### config.mk
export PLATFORM = sky130hd
export DESIGN_NAME = wwd_top
export DESIGN_NICKNAME = d
export VERILOG_FILES = /design/src/wwd_pkg.sv /design/src/wwd_osc_sync.sv /design/src/wwd_top.sv
export VERILOG_INCLUDE_DIRS = /design/src
export SDC_FILE = /design/constraint.sdc
export NUM_CORES = 1
export LEC_CHECK = 0
export ABC_CLOCK_PERIOD_IN_PS = 4600
export BUFFER_PORTS_ARGS = -buffer_cell sky130_fd_sc_hd__buf_2
export CORE_MARGIN = 2
export CORE_UTILIZATION = 43
export CTS_CLUSTER_DIAMETER = 40
export CTS_CLUSTER_SIZE = 14
export DETAILED_ROUTE_END_ITERATION = 8
export PLACE_DENSITY = 0.74
export SLEW_MARGIN = 30
export SYNTH_ARGS = -nofsm -noshare
export SYNTH_HDL_FRONTEND = slang
export SYNTH_SLANG_ARGS = --single-unit
### constraint.sdc
create_clock -name clk_i -period 4.6 [get_ports clk_i]
set_input_delay 0.46 -clock clk_i [delete_from_list [all_inputs] [get_ports clk_i]]
set_output_delay 0.46 -clock clk_i [all_outputs]
set_load 0.01 [all_outputs]
### src/wwd_cfg.svh
// offsets, field positions, reset values and timing figures of the windowed watchdog
`ifndef WWD_CFG_SVH
`define WWD_CFG_SVH

`define WWD_ADR_W          4
`define WWD_OFS_CTRL       4'h0
`define WWD_OFS_STATUS     4'h4
`define WWD_OFS_COUNT      4'h8

`define WWD_CTRL_PERIOD_LO 0
`define WWD_CTRL_WINDOW_LO 4
`define WWD_SEL_W          4
`define WWD_STAT_SYNC      0
`define WWD_STAT_CLRPEND   1
`define WWD_STAT_LOCK      7

`define WWD_CTRL_RST       8'h00
`define WWD_SEL_MAX        4'hB

`define WWD_OSC_HZ         1000
`define WWD_BASE_MS        8
`define WWD_BASE_TICKS     ((`WWD_BASE_MS * `WWD_OSC_HZ) / 1000)
`define WWD_CNT_W          14
`define WWD_SYNC_TICKS     2

`endif

### src/wwd_pkg.sv
// types shared by the windowed watchdog modules
`include "wwd_cfg.svh"

package wwd_pkg;

  typedef enum logic [4:0] {
    WWD_OFF    = 5'h01,
    WWD_NORMAL = 5'h02,
    WWD_FIRST  = 5'h04,
    WWD_CLOSED = 5'h08,
    WWD_OPEN   = 5'h10
  } wwd_state_t;

  typedef struct packed {
    logic [`WWD_SEL_W-1:0] window;
    logic [`WWD_SEL_W-1:0] period;
  } wwd_ctrl_t;

  typedef struct packed {
    logic s1;
    logic s2;
    logic s3;
    logic level;
    logic tick;
  } wwd_sync_t;

  typedef struct packed {
    wwd_ctrl_t             ctrl;
    wwd_ctrl_t             act;
    logic                  lock;
    logic                  boot;
    logic                  cfg_pend;
    logic [1:0]            cfg_cnt;
    logic                  clr_pend;
    logic [1:0]            clr_cnt;
    wwd_state_t            st;
    logic [`WWD_CNT_W-1:0] cnt;
    logic                  ack;
    logic [31:0]           dat;
    logic                  rst_req;
  } wwd_regs_t;

endpackage

### src/wwd_osc_sync.sv
// three-stage sampler of the watchdog oscillator pin, one tick per rising edge
`timescale 1ns/1ps
`default_nettype none

module wwd_osc_sync (
  input  wire logic clk_i,
  input  wire logic rst_i,
  input  wire logic osc_i,
  output logic      tick_o
);
  import wwd_pkg::*;

  wwd_sync_t q;
  wwd_sync_t n;

  always_comb begin
    n      = q;
    n.s1   = osc_i;
    n.s2   = q.s1;
    n.s3   = q.s2;
    n.tick = 1'b0;
    // a level change counts only once the second and third stage agree
    if (q.s2 == q.s3) begin
      n.level = q.s3;
      n.tick  = q.s3 & ~q.level;
    end
  end

  always_ff @(posedge clk_i) begin
    if (rst_i) begin
      q <= '0;
    end else begin
      q <= n;
    end
  end

  assign tick_o = q.tick;

endmodule

`default_nettype wire

### src/wwd_top.sv
// windowed watchdog with wishbone register access and a system reset request
//
// Summary of operation
// - missed clear before timeout requests system reset
// - eleven timeouts, eight ms to eight s
// - counter ticks from 1 kHz oscillator
// - counter runs; in normal mode each clear restarts period
// - mode chosen only by control register
// - window mode: early or late clear resets
// - closed period starts after first clear
// - counting continues in all sleep modes
// - lock bit blocks control changes
// - control writes synchronised before taking effect
// - nonzero period field enables the watchdog
// - nonzero window field enables window mode
// - lock set by one, cleared in debug
// - clear syncs 2 ticks, repeats ignored
`timescale 1ns/1ps
`default_nettype none

`include "wwd_cfg.svh"

module wwd_top (
  input  wire logic                   clk_i,
  input  wire logic                   rst_i,
  input  wire logic                   wb_cyc_i,
  input  wire logic                   wb_stb_i,
  input  wire logic                   wb_we_i,
  input  wire logic [`WWD_ADR_W-1:0]  wb_adr_i,
  input  wire logic [3:0]             wb_sel_i,
  input  wire logic [31:0]            wb_dat_i,
  output logic      [31:0]            wb_dat_o,
  output logic                        wb_ack_o,
  input  wire logic                   osc_clk_i,
  input  wire logic                   watchdog_clear_instruction_i,
  input  wire logic                   dbg_halt_i,
  input  wire logic                   ccp_ok_i,
  input  wire wwd_pkg::wwd_ctrl_t     fuse_ctrl_i,
  output logic                        sys_rst_req_o
);
  import wwd_pkg::*;

  wwd_regs_t q;
  wwd_regs_t n;
  logic      tick;
  logic      req;
  logic      wr;
  logic      apply;
  logic      clear_ev;
  logic      timeout;
  logic [`WWD_CNT_W-1:0] lim;

  // the 1 kHz oscillator is sampled, not used as a clock: one domain only
  wwd_osc_sync u_osc_sync (
    .clk_i  (clk_i),
    .rst_i  (rst_i),
    .osc_i  (osc_clk_i),
    .tick_o (tick)
  );

  // ticks for a selection code; reserved codes above the top entry use it
  function automatic logic [`WWD_CNT_W-1:0] sel_ticks(input logic [`WWD_SEL_W-1:0] sel);
    logic [`WWD_SEL_W-1:0] s;
    s = (sel > `WWD_SEL_MAX) ? `WWD_SEL_MAX : sel;
    if (s == 4'h0) begin
      sel_ticks = '0;
    end else begin
      sel_ticks = `WWD_CNT_W'(`WWD_BASE_TICKS) << (s - 4'h1);
    end
  endfunction

  // state a freshly armed watchdog starts in
  function automatic wwd_state_t start_state(input wwd_ctrl_t c);
    if (c.period == 4'h0) begin
      start_state = WWD_OFF;
    end else if (c.window != 4'h0) begin
      start_state = WWD_FIRST;
    end else begin
      start_state = WWD_NORMAL;
    end
  endfunction

  always_comb begin
    n          = q;
    n.ack      = 1'b0;
    n.rst_req  = 1'b0;
    apply      = 1'b0;
    clear_ev   = 1'b0;
    timeout    = 1'b0;
    lim        = '0;
    req        = wb_cyc_i & wb_stb_i;
    // a write lands at the edge where the master sees ack
    wr         = req & q.ack & wb_we_i & wb_sel_i[0];

    // bus answer: one wait cycle, data registered with the ack
    if (req & ~q.ack) begin
      n.ack = 1'b1;
      n.dat = '0;
      case (wb_adr_i)
        `WWD_OFS_CTRL: begin
          n.dat[7:0] = q.ctrl;
        end
        `WWD_OFS_STATUS: begin
          n.dat[`WWD_STAT_LOCK]    = q.lock;
          n.dat[`WWD_STAT_SYNC]    = q.cfg_pend;
          n.dat[`WWD_STAT_CLRPEND] = q.clr_pend;
        end
        `WWD_OFS_COUNT: begin
          n.dat[`WWD_CNT_W-1:0] = q.cnt;
          n.dat[20:16]          = q.st;
        end
        default: begin
          n.dat = '0;
        end
      endcase
    end

    // synchronisation stages advance on oscillator ticks only
    if (tick && q.cfg_pend) begin
      if (q.cfg_cnt == 2'(`WWD_SYNC_TICKS - 1)) begin
        n.act      = q.ctrl;
        n.cfg_pend = 1'b0;
        apply      = 1'b1;
      end else begin
        n.cfg_cnt = q.cfg_cnt + 2'h1;
      end
    end
    if (tick && q.clr_pend) begin
      if (q.clr_cnt == 2'(`WWD_SYNC_TICKS - 1)) begin
        n.clr_pend = 1'b0;
        clear_ev   = 1'b1;
      end else begin
        n.clr_cnt = q.clr_cnt + 2'h1;
      end
    end

    // fuse value is caught one cycle after reset release
    if (q.boot) begin
      n.boot     = 1'b0;
      n.ctrl     = fuse_ctrl_i;
      n.lock     = |fuse_ctrl_i;
      n.cfg_pend = 1'b1;
      n.cfg_cnt  = 2'h0;
    end

    // control writes need the protection key, no lock and an idle sync stage
    if (wr && wb_adr_i == `WWD_OFS_CTRL && ccp_ok_i && !q.lock && !q.cfg_pend) begin
      n.ctrl     = wwd_ctrl_t'(wb_dat_i[7:0]);
      n.cfg_pend = 1'b1;
      n.cfg_cnt  = 2'h0;
    end
    if (wr && wb_adr_i == `WWD_OFS_STATUS && ccp_ok_i) begin
      if (wb_dat_i[`WWD_STAT_LOCK]) begin
        n.lock = 1'b1;
      end else if (dbg_halt_i) begin
        n.lock = 1'b0;
      end
    end

    // a clear issued while one is in flight is dropped
    if (watchdog_clear_instruction_i && !q.clr_pend && q.st != WWD_OFF) begin
      n.clr_pend = 1'b1;
      n.clr_cnt  = 2'h0;
    end

    // no sleep input gates the tick, so counting never pauses in sleep
    if (dbg_halt_i) begin
      n.cnt = '0;
      n.st  = start_state(q.act);
    end else if (apply) begin
      n.cnt = '0;
      n.st  = start_state(n.act);
    end else if (tick) begin
      if (q.st == WWD_CLOSED) begin
        lim = sel_ticks(q.act.window);
      end else begin
        lim = sel_ticks(q.act.period);
      end
      case (q.st)
        WWD_OFF: begin
          n.cnt = '0;
        end
        WWD_NORMAL: begin
          if (clear_ev) begin
            n.cnt = '0;
          end else if (q.cnt == lim - 1'b1) begin
            timeout = 1'b1;
          end else begin
            n.cnt = q.cnt + 1'b1;
          end
        end
        WWD_FIRST: begin
          if (clear_ev) begin
            n.cnt = '0;
            n.st  = WWD_CLOSED;
          end else if (q.cnt == lim - 1'b1) begin
            timeout = 1'b1;
          end else begin
            n.cnt = q.cnt + 1'b1;
          end
        end
        WWD_CLOSED: begin
          if (clear_ev) begin
            timeout = 1'b1;
          end else if (q.cnt == lim - 1'b1) begin
            n.cnt = '0;
            n.st  = WWD_OPEN;
          end else begin
            n.cnt = q.cnt + 1'b1;
          end
        end
        WWD_OPEN: begin
          if (clear_ev) begin
            n.cnt = '0;
            n.st  = WWD_CLOSED;
          end else if (q.cnt == lim - 1'b1) begin
            timeout = 1'b1;
          end else begin
            n.cnt = q.cnt + 1'b1;
          end
        end
        default: begin
          n.cnt = '0;
          n.st  = WWD_OFF;
        end
      endcase
      // the reset controller normally resets us; rearm in case it does not
      if (timeout) begin
        n.rst_req = 1'b1;
        n.cnt     = '0;
        n.st      = start_state(q.act);
      end
    end
  end

  always_ff @(posedge clk_i) begin
    if (rst_i) begin
      q      <= '0;
      q.boot <= 1'b1;
      q.st   <= WWD_OFF;
    end else begin
      q <= n;
    end
  end

  assign wb_dat_o      = q.dat;
  assign wb_ack_o      = q.ack;
  assign sys_rst_req_o = q.rst_req;

endmodule

`default_nettype wire

After elaboration in Yosys (flattened, before gate mapping):

Index checks and enable logic that the tools add are counted.

* register bits: 69

* shift-type cells: 2
* eq/ne operators: 18
* add/sub/neg operators: 6
* muxes and demuxes: 58
* $lt $le $gt $ge: 2
* bitwise operators: 12
* reduce and logical (&&, ||, !) cells: 41

Operators by type and width (number)
* two-way mux 14 bit: 9
* two-way mux 19 bit: 5
* two-way mux 33 bit: 1
* two-way mux 8 bit: 4
* one-hot mux 14 bit (2 select lines): 1
* left shift 4 x 4 -> 14 bit (first input constant): 2
* two-way mux 3 bit: 8
* zero test 4 bit: 5
* two-way mux 5 bit: 4
* two-way mux 1 bit: 16
* one-hot mux 5 bit (3 select lines): 1
* adder 14 x 1 -> 14 bit (second input constant): 1
* equality test 14 bit: 1
* subtractor 14 x 1 -> 14 bit (second input constant): 1
* logical AND 1 bit: 10
* inequality test 5 x 1 -> 1 bit (second input constant): 2
* one-hot mux 5 bit (2 select lines): 1
* nonzero test 3 bit: 3
* OR reduction 3 bit: 3
* greater-than comparator 4 bit (second input constant): 2
* two-way mux 4 bit: 2
* AND reduction 2 bit: 4
* nonzero test 4 bit: 2
* OR reduction 2 bit: 4
* 29 further kinds: 47

Depth between registers and ports, before layout:

* depth after elaboration: 21
* gate-level depth with buffers: 19
* depth with buffers taken out: 14

Modules after synthesis:

From an unflattened synthesis, not the netlist that was laid out.

* cell total of the unflattened synthesis: 551
* area total of the unflattened synthesis: 4500.6 um^2

By module, submodules not included
* wwd_top: area an instance 4351.7 um^2, times used 1, cells each 539
* wwd_osc_sync: area an instance 148.9 um^2, times used 1, cells each 12

Worst setup path before layout:

No wires, ideal clock.

* path kind: reg-to-reg
* from: register q[49] in the netlist's numbering
* to: register q[46] in the netlist's numbering
* path buffers: 5
* slack: 553 ps
* data arrival time: 3929 ps
* cell stages (with the launch flop): 19
* required time: 4481 ps
* setup time: 119 ps
* cell sequence: dfxtp_1 -> buf_6 -> or3_1 -> buf_2 -> nor2_2 -> buf_2 -> nor4b_1 -> a31oi_1 -> ha_1 -> buf_1 -> o21ai_0 -> and3_1 -> o21ai_0 -> or4b_1 -> a2111o_1 -> o211ai_4 -> buf_4 -> nor2_1 -> o221a_1

* word-level cells in the longest chain between the ends: 15
* elaborated cells between the ends (all ways): 24
* those cells by class: add/sub: 1; eq/ne: 7; mux: 14; reduce/logical: 2

RTL lines
* start: declaration: line wwd_top.sv:43 `wwd_regs_t q;`
* start signal: assignment: line wwd_top.sv:242 `q <= n;`
* equality test 5 x 4 -> 1 bit: line wwd_top.sv:174, wwd_top.sv:179
* two-way mux 14 bit: line wwd_top.sv:174 `if (q.st == WWD_CLOSED) begin`
* two-way mux 14 bit: line wwd_top.sv:173 `end else if (tick) begin`
* two-way mux 14 bit: line wwd_top.sv:170 `end else if (apply) begin`
* two-way mux 14 bit: line wwd_top.sv:167 `if (dbg_halt_i) begin`
* subtractor 14 x 1 -> 14 bit
* equality test 14 bit
* two-way mux 1 bit: line wwd_top.sv:186, wwd_top.sv:196, wwd_top.sv:216
* two-way mux 1 bit: line wwd_top.sv:213 `if (clear_ev) begin`
* one-hot mux 1 bit (2 select lines): line wwd_top.sv:179 `case (q.st)`
* two-way mux 1 bit: line wwd_top.sv:173
* two-way mux 1 bit: line wwd_top.sv:170
* two-way mux 1 bit: line wwd_top.sv:167
* inequality test 4 x 3 -> 1 bit (no line) / inequality test 3 x 2 -> 1 bit (equally long branches)
* AND reduction 3 bit (no line)

Several ways; a longest one is shown, not always the timed one. The select of a mux whose other input is x is not followed.
A chain may end at the register's enable or synchronous reset.

Worst setup path after layout:

* from: register q[49] in the netlist's numbering
* to: register q[49] in the netlist's numbering

* word-level cells in the longest chain between the ends: 17
* elaborated cells between the ends (all ways): 30
* those cells by class: add/sub: 1; eq/ne: 10; mux: 15; reduce/logical: 4

RTL lines
* equality test 5 x 4 -> 1 bit: line wwd_top.sv:174, wwd_top.sv:179
* two-way mux 14 bit: line wwd_top.sv:174
* two-way mux 14 bit: line wwd_top.sv:173
* two-way mux 14 bit: line wwd_top.sv:170
* two-way mux 14 bit: line wwd_top.sv:167
* subtractor 14 x 1 -> 14 bit
* equality test 14 bit
* two-way mux 1 bit: line wwd_top.sv:186, wwd_top.sv:196, wwd_top.sv:216
* two-way mux 1 bit: line wwd_top.sv:213
* one-hot mux 1 bit (2 select lines): line wwd_top.sv:179
* two-way mux 1 bit: line wwd_top.sv:173
* two-way mux 1 bit: line wwd_top.sv:170
* two-way mux 1 bit: line wwd_top.sv:167
* two-way mux 19 bit: line wwd_top.sv:228 `if (timeout) begin`
* two-way mux 19 bit: line wwd_top.sv:173
* two-way mux 19 bit: line wwd_top.sv:170
* two-way mux 19 bit: line wwd_top.sv:167

Several ways; a longest one is shown, not always the timed one. The select of a mux whose other input is x is not followed.

==> results.py <==
metrics = {
    "cells_and_area": {
        "nets": 633,
        "seqCellArea_um2": 1383,
        "diodes": 0,
        "areaGrowthSynthToFinish_pct": 8.411,
        "stdcell_count": 713,
        "multiInputGateArea_um2": 2670,
        "layout-drive-gt1-share": 0.1698,
        "filler_cell_count": 1028,
    },
    "critical_path": {
        "required_ns": 4.86,
        "cp-start-kind": "flop",
        "crit_type": "reg -> reg",
        "critPathMaxStageDelay_ns": 0.54,
        "cp_cell_sequence": "or3_1 > nor2_2 > nor4b_1 > a31oi_1 > ha_1 > o21ai_0 > and3_1 > o21ai_0 > or4b_1 > a2111oi_1 > nand2_1 > o31a_1 > a311oi_2",
        "cp_max_fo": 9,
        "critPathCaptureType": "flop",
        "worst_path_max_delay_cell": "or3_1",
        "cp_data_arrival_time_ns": 4.46,
        "crit_top_cell": "o21ai_0",
    },
    "routing": {
        "drtPass1Iterations": 6,
        "route.final.wire_length_um": 11360,
        "dr.first_iter.drc_count": 282,
        "dr_wl_met3_um": 688,
        "met2_length_um": 5278,
        "top_layer": "met4",
        "drtAntennaViolNets": 0,
        "viasPerCell": 5.885,
        "detail_route.wirelength.met1_um": 5142,
        "wl_per_cell_um": 15.93,
        "num_vias": 4196,
        "remaining_drc_errors": 0,
    },
    "floorplan": {
        "pin_count": 91,
        "fp.dieH_um": 105.7,
        "dieWidth_um": 105.7,
        "die-area_um2": 11170,
        "initial_utilization": 0.4367,
        "core_area_um2": 10180,
        "rows": 37,
    },
    "clock_tree": {
        "clockBufferDepth": 2,
        "cts_resized": 0,
        "clock_latency_ns": 0.35,
        "cts_made_buffers": 9,
        "root_buffer": "clkbuf_8",
        "cts_tree": "built",
        "h-tree-depth": 3,
        "cts.clk_slew.worst_paths_ns": 0.08,
        "post_cts.repair.setup_buffers": 0,
        "clock-sinks": 69,
        "postCtsHoldBufs": 0,
    },
    "pwr": {
        "power.density_nw_per_um2": 255.2,
        "seqPwrFrac": 0.508,
        "irDropWorstVdd_uv": 176.6,
        "combPwrFrac": 0.074,
        "p_sw_uw": 329.6,
        "clkPwrFrac": 0.418,
        "p_sw_frac": 0.2679,
        "cellLeakagePower_uw": 0.001955,
        "intPower_uw": 901.0,
    },
    "sta": {
        "setup_violations": 0,
        "rsz0062_at_grt": "no",
        "worst_pin_slew_ns": 0.7506,
        "finalSetupTns_ns": 0,
        "hold_violations": 0,
        "fin_crit_ns": 4.206,
        "fin_crit_sh": 0.9144,
        "slew_viol_final": 0,
        "slew_headroom": 0.4867,
        "fin_skew_ns": 0.01008,
        "clock.fmax_mhz": 237.8,
    },
    "global_route": {
        "grt_antenna_before_repair": 0,
        "grt_max_degree": 56,
        "grt_pass1_wl_um": 18890,
        "overflow": 0,
        "grt_pass1_vias": 3915,
        "grt_usage": 0.2070,
    },
    "place": {
        "gp_congestion": 0.9152,
        "portBuffers": 50,
        "placed_cells": 697,
        "dpl.hpwl_um": 8036,
    },
    "yosys": {
        "synth-compound-area-share": 0.2354,
        "synthXorXnorAreaFrac": 0.01772,
        "synth_top_area_cell": "dfxtp_1",
        "synth_top_family_by_area": "simple AND/OR/NAND/NOR gates",
        "synth_edf_count": 0,
        "synthesis.area_um2": 4448,
        "synth.avg_cell_area_um2": 7.986,
        "seq_area_frac_synth": 0.3105,
        "synth_top_cell_area_share": 0.3105,
        "synthMuxAreaShare": 0.03882,
        "synth_common_cells": "dfxtp_1, nor2_1, nand2_1",
        "async_flop_share": 0,
        "synthSimpleGateAreaFrac": 0.2838,
        "synth_most_common_cell": "dfxtp_1",
        "synthTopCellsByArea": "dfxtp_1, buf_4, a21oi_1",
        "synth_fa_ha_area_frac": 0.01125,
        "ys_seq_elements": 69,
        "syn_inst": 557,
        "ys_warn_count": 0,
        "synth_top_flop_cell": "dfxtp_1",
        "yosysUniqueCellTypes": 72,
    },
    "hold_path": {
        "hp-class": "in -> reg",
    },
    "outcome": {
        "status": "completed",
    },
    "job": {
        "maxCapViolCount": 0,
    },
}
[placed cells by master, fill, tap and decap left out, drive strengths merged, types with 6 or more instances in the layout]
cell type and count:
or4b 6, nor2b 18, buf 63, o211a 11, nand4 7, o21ai 14, a211oi 15, conb 13
nand3 22, o211ai 17, dfxtp 69, mux2i 15, and3 18, a31oi 6, a21oi 36, nand2b 10
inv 15, nand2 44, nor2 48, nor4 15, nor3 14, clkbuf 9
[area by class of cell]
cell class,instances,share of cell area
multi-input combinational,417,0.5537
clock buffer,9,0.02569
timing repair buffer,63,0.07265
clock inverter,7,0.01661
inverter,12,0.009341
tap,136,0.03529
sequential,69,0.2867
[power groups by stage]
stage	Combinational (uW)	Sequential, uW	Clock, uW
CTS	90.9	624	523
finish	91.6	625	514
detailed placement	90.5	638	0
floorplan	74.5	631	0
global route	103	627	547
global placement	88.1	638	0
[metrics by stage]
| step | power (uW) | util | instance area [um2] | setup slack (ns) | hold slack (ns) |
|---|---|---|---|---|---|
| after floorplan | 705.9 | - | 4493 | 0.5527 | 0.4138 |
| after detailed placement | 728.8 | 0.4531 | 4614 | 0.4521 | 0.4402 |
| after CTS | 1238 | 0.4731 | 4818 | 0.3904 | 0.3274 |
| final | 1231 | 0.4735 | 4822 | 0.3939 | 0.3342 |
| after global placement | 726.2 | 0.4527 | 4611 | 0.4344 | 0.4257 |
| after global routing | 1276 | 0.4735 | 4822 | 0.002849 | 0.3425 |
[metal layers]
metal  vias to the layer above  track usage
met4                         0      0.08271
met3                        19      0.04020
met5                         -            0
met2                       163       0.3295
met1                      1968       0.2753
li1                       2046            -
[flip-flops by register name (all words and copies together), names as in the netlist]
| register | count |
|---|---|
| q | 43 |
| wb_dat_o | 19 |
| u_osc_sync.n | 2 |
| u_osc_sync.q | 2 |
| sys_rst_req_o | 1 |
| u_osc_sync.tick_o | 1 |
| wb_ack_o | 1 |
[final timing paths]
kind,endpoint,start,slack [ns],cells after the start
worst max-delay path,q[49],q[49],0.39,13
worst min-delay path,u_osc_sync.n[3],osc_clk_i,0.33,2
worst max register to register,q[49],q[49],0.39,13
worst min register to register,wb_dat_o[9],wb_dat_o[9],0.45,2
[worst max-delay path, delay by kind of cell (launching register included)]
family	cells	cell delay, ns
and+or+nand+nor	6	1.80
adders and majority gates	1	0.36
DFF	1	0.41
AOI/OAI and AO/OA	6	1.56
[logic make-up after synthesis]
kind of cell,after synthesis
adders and majority gates,4
buffers and inverters,83
AOI/OAI and AO/OA,143
and+or+nand+nor,231
DFF,69
xor gates and xnor gates,9
muxes,17
other,1
(Power assumes the default switching activity.)
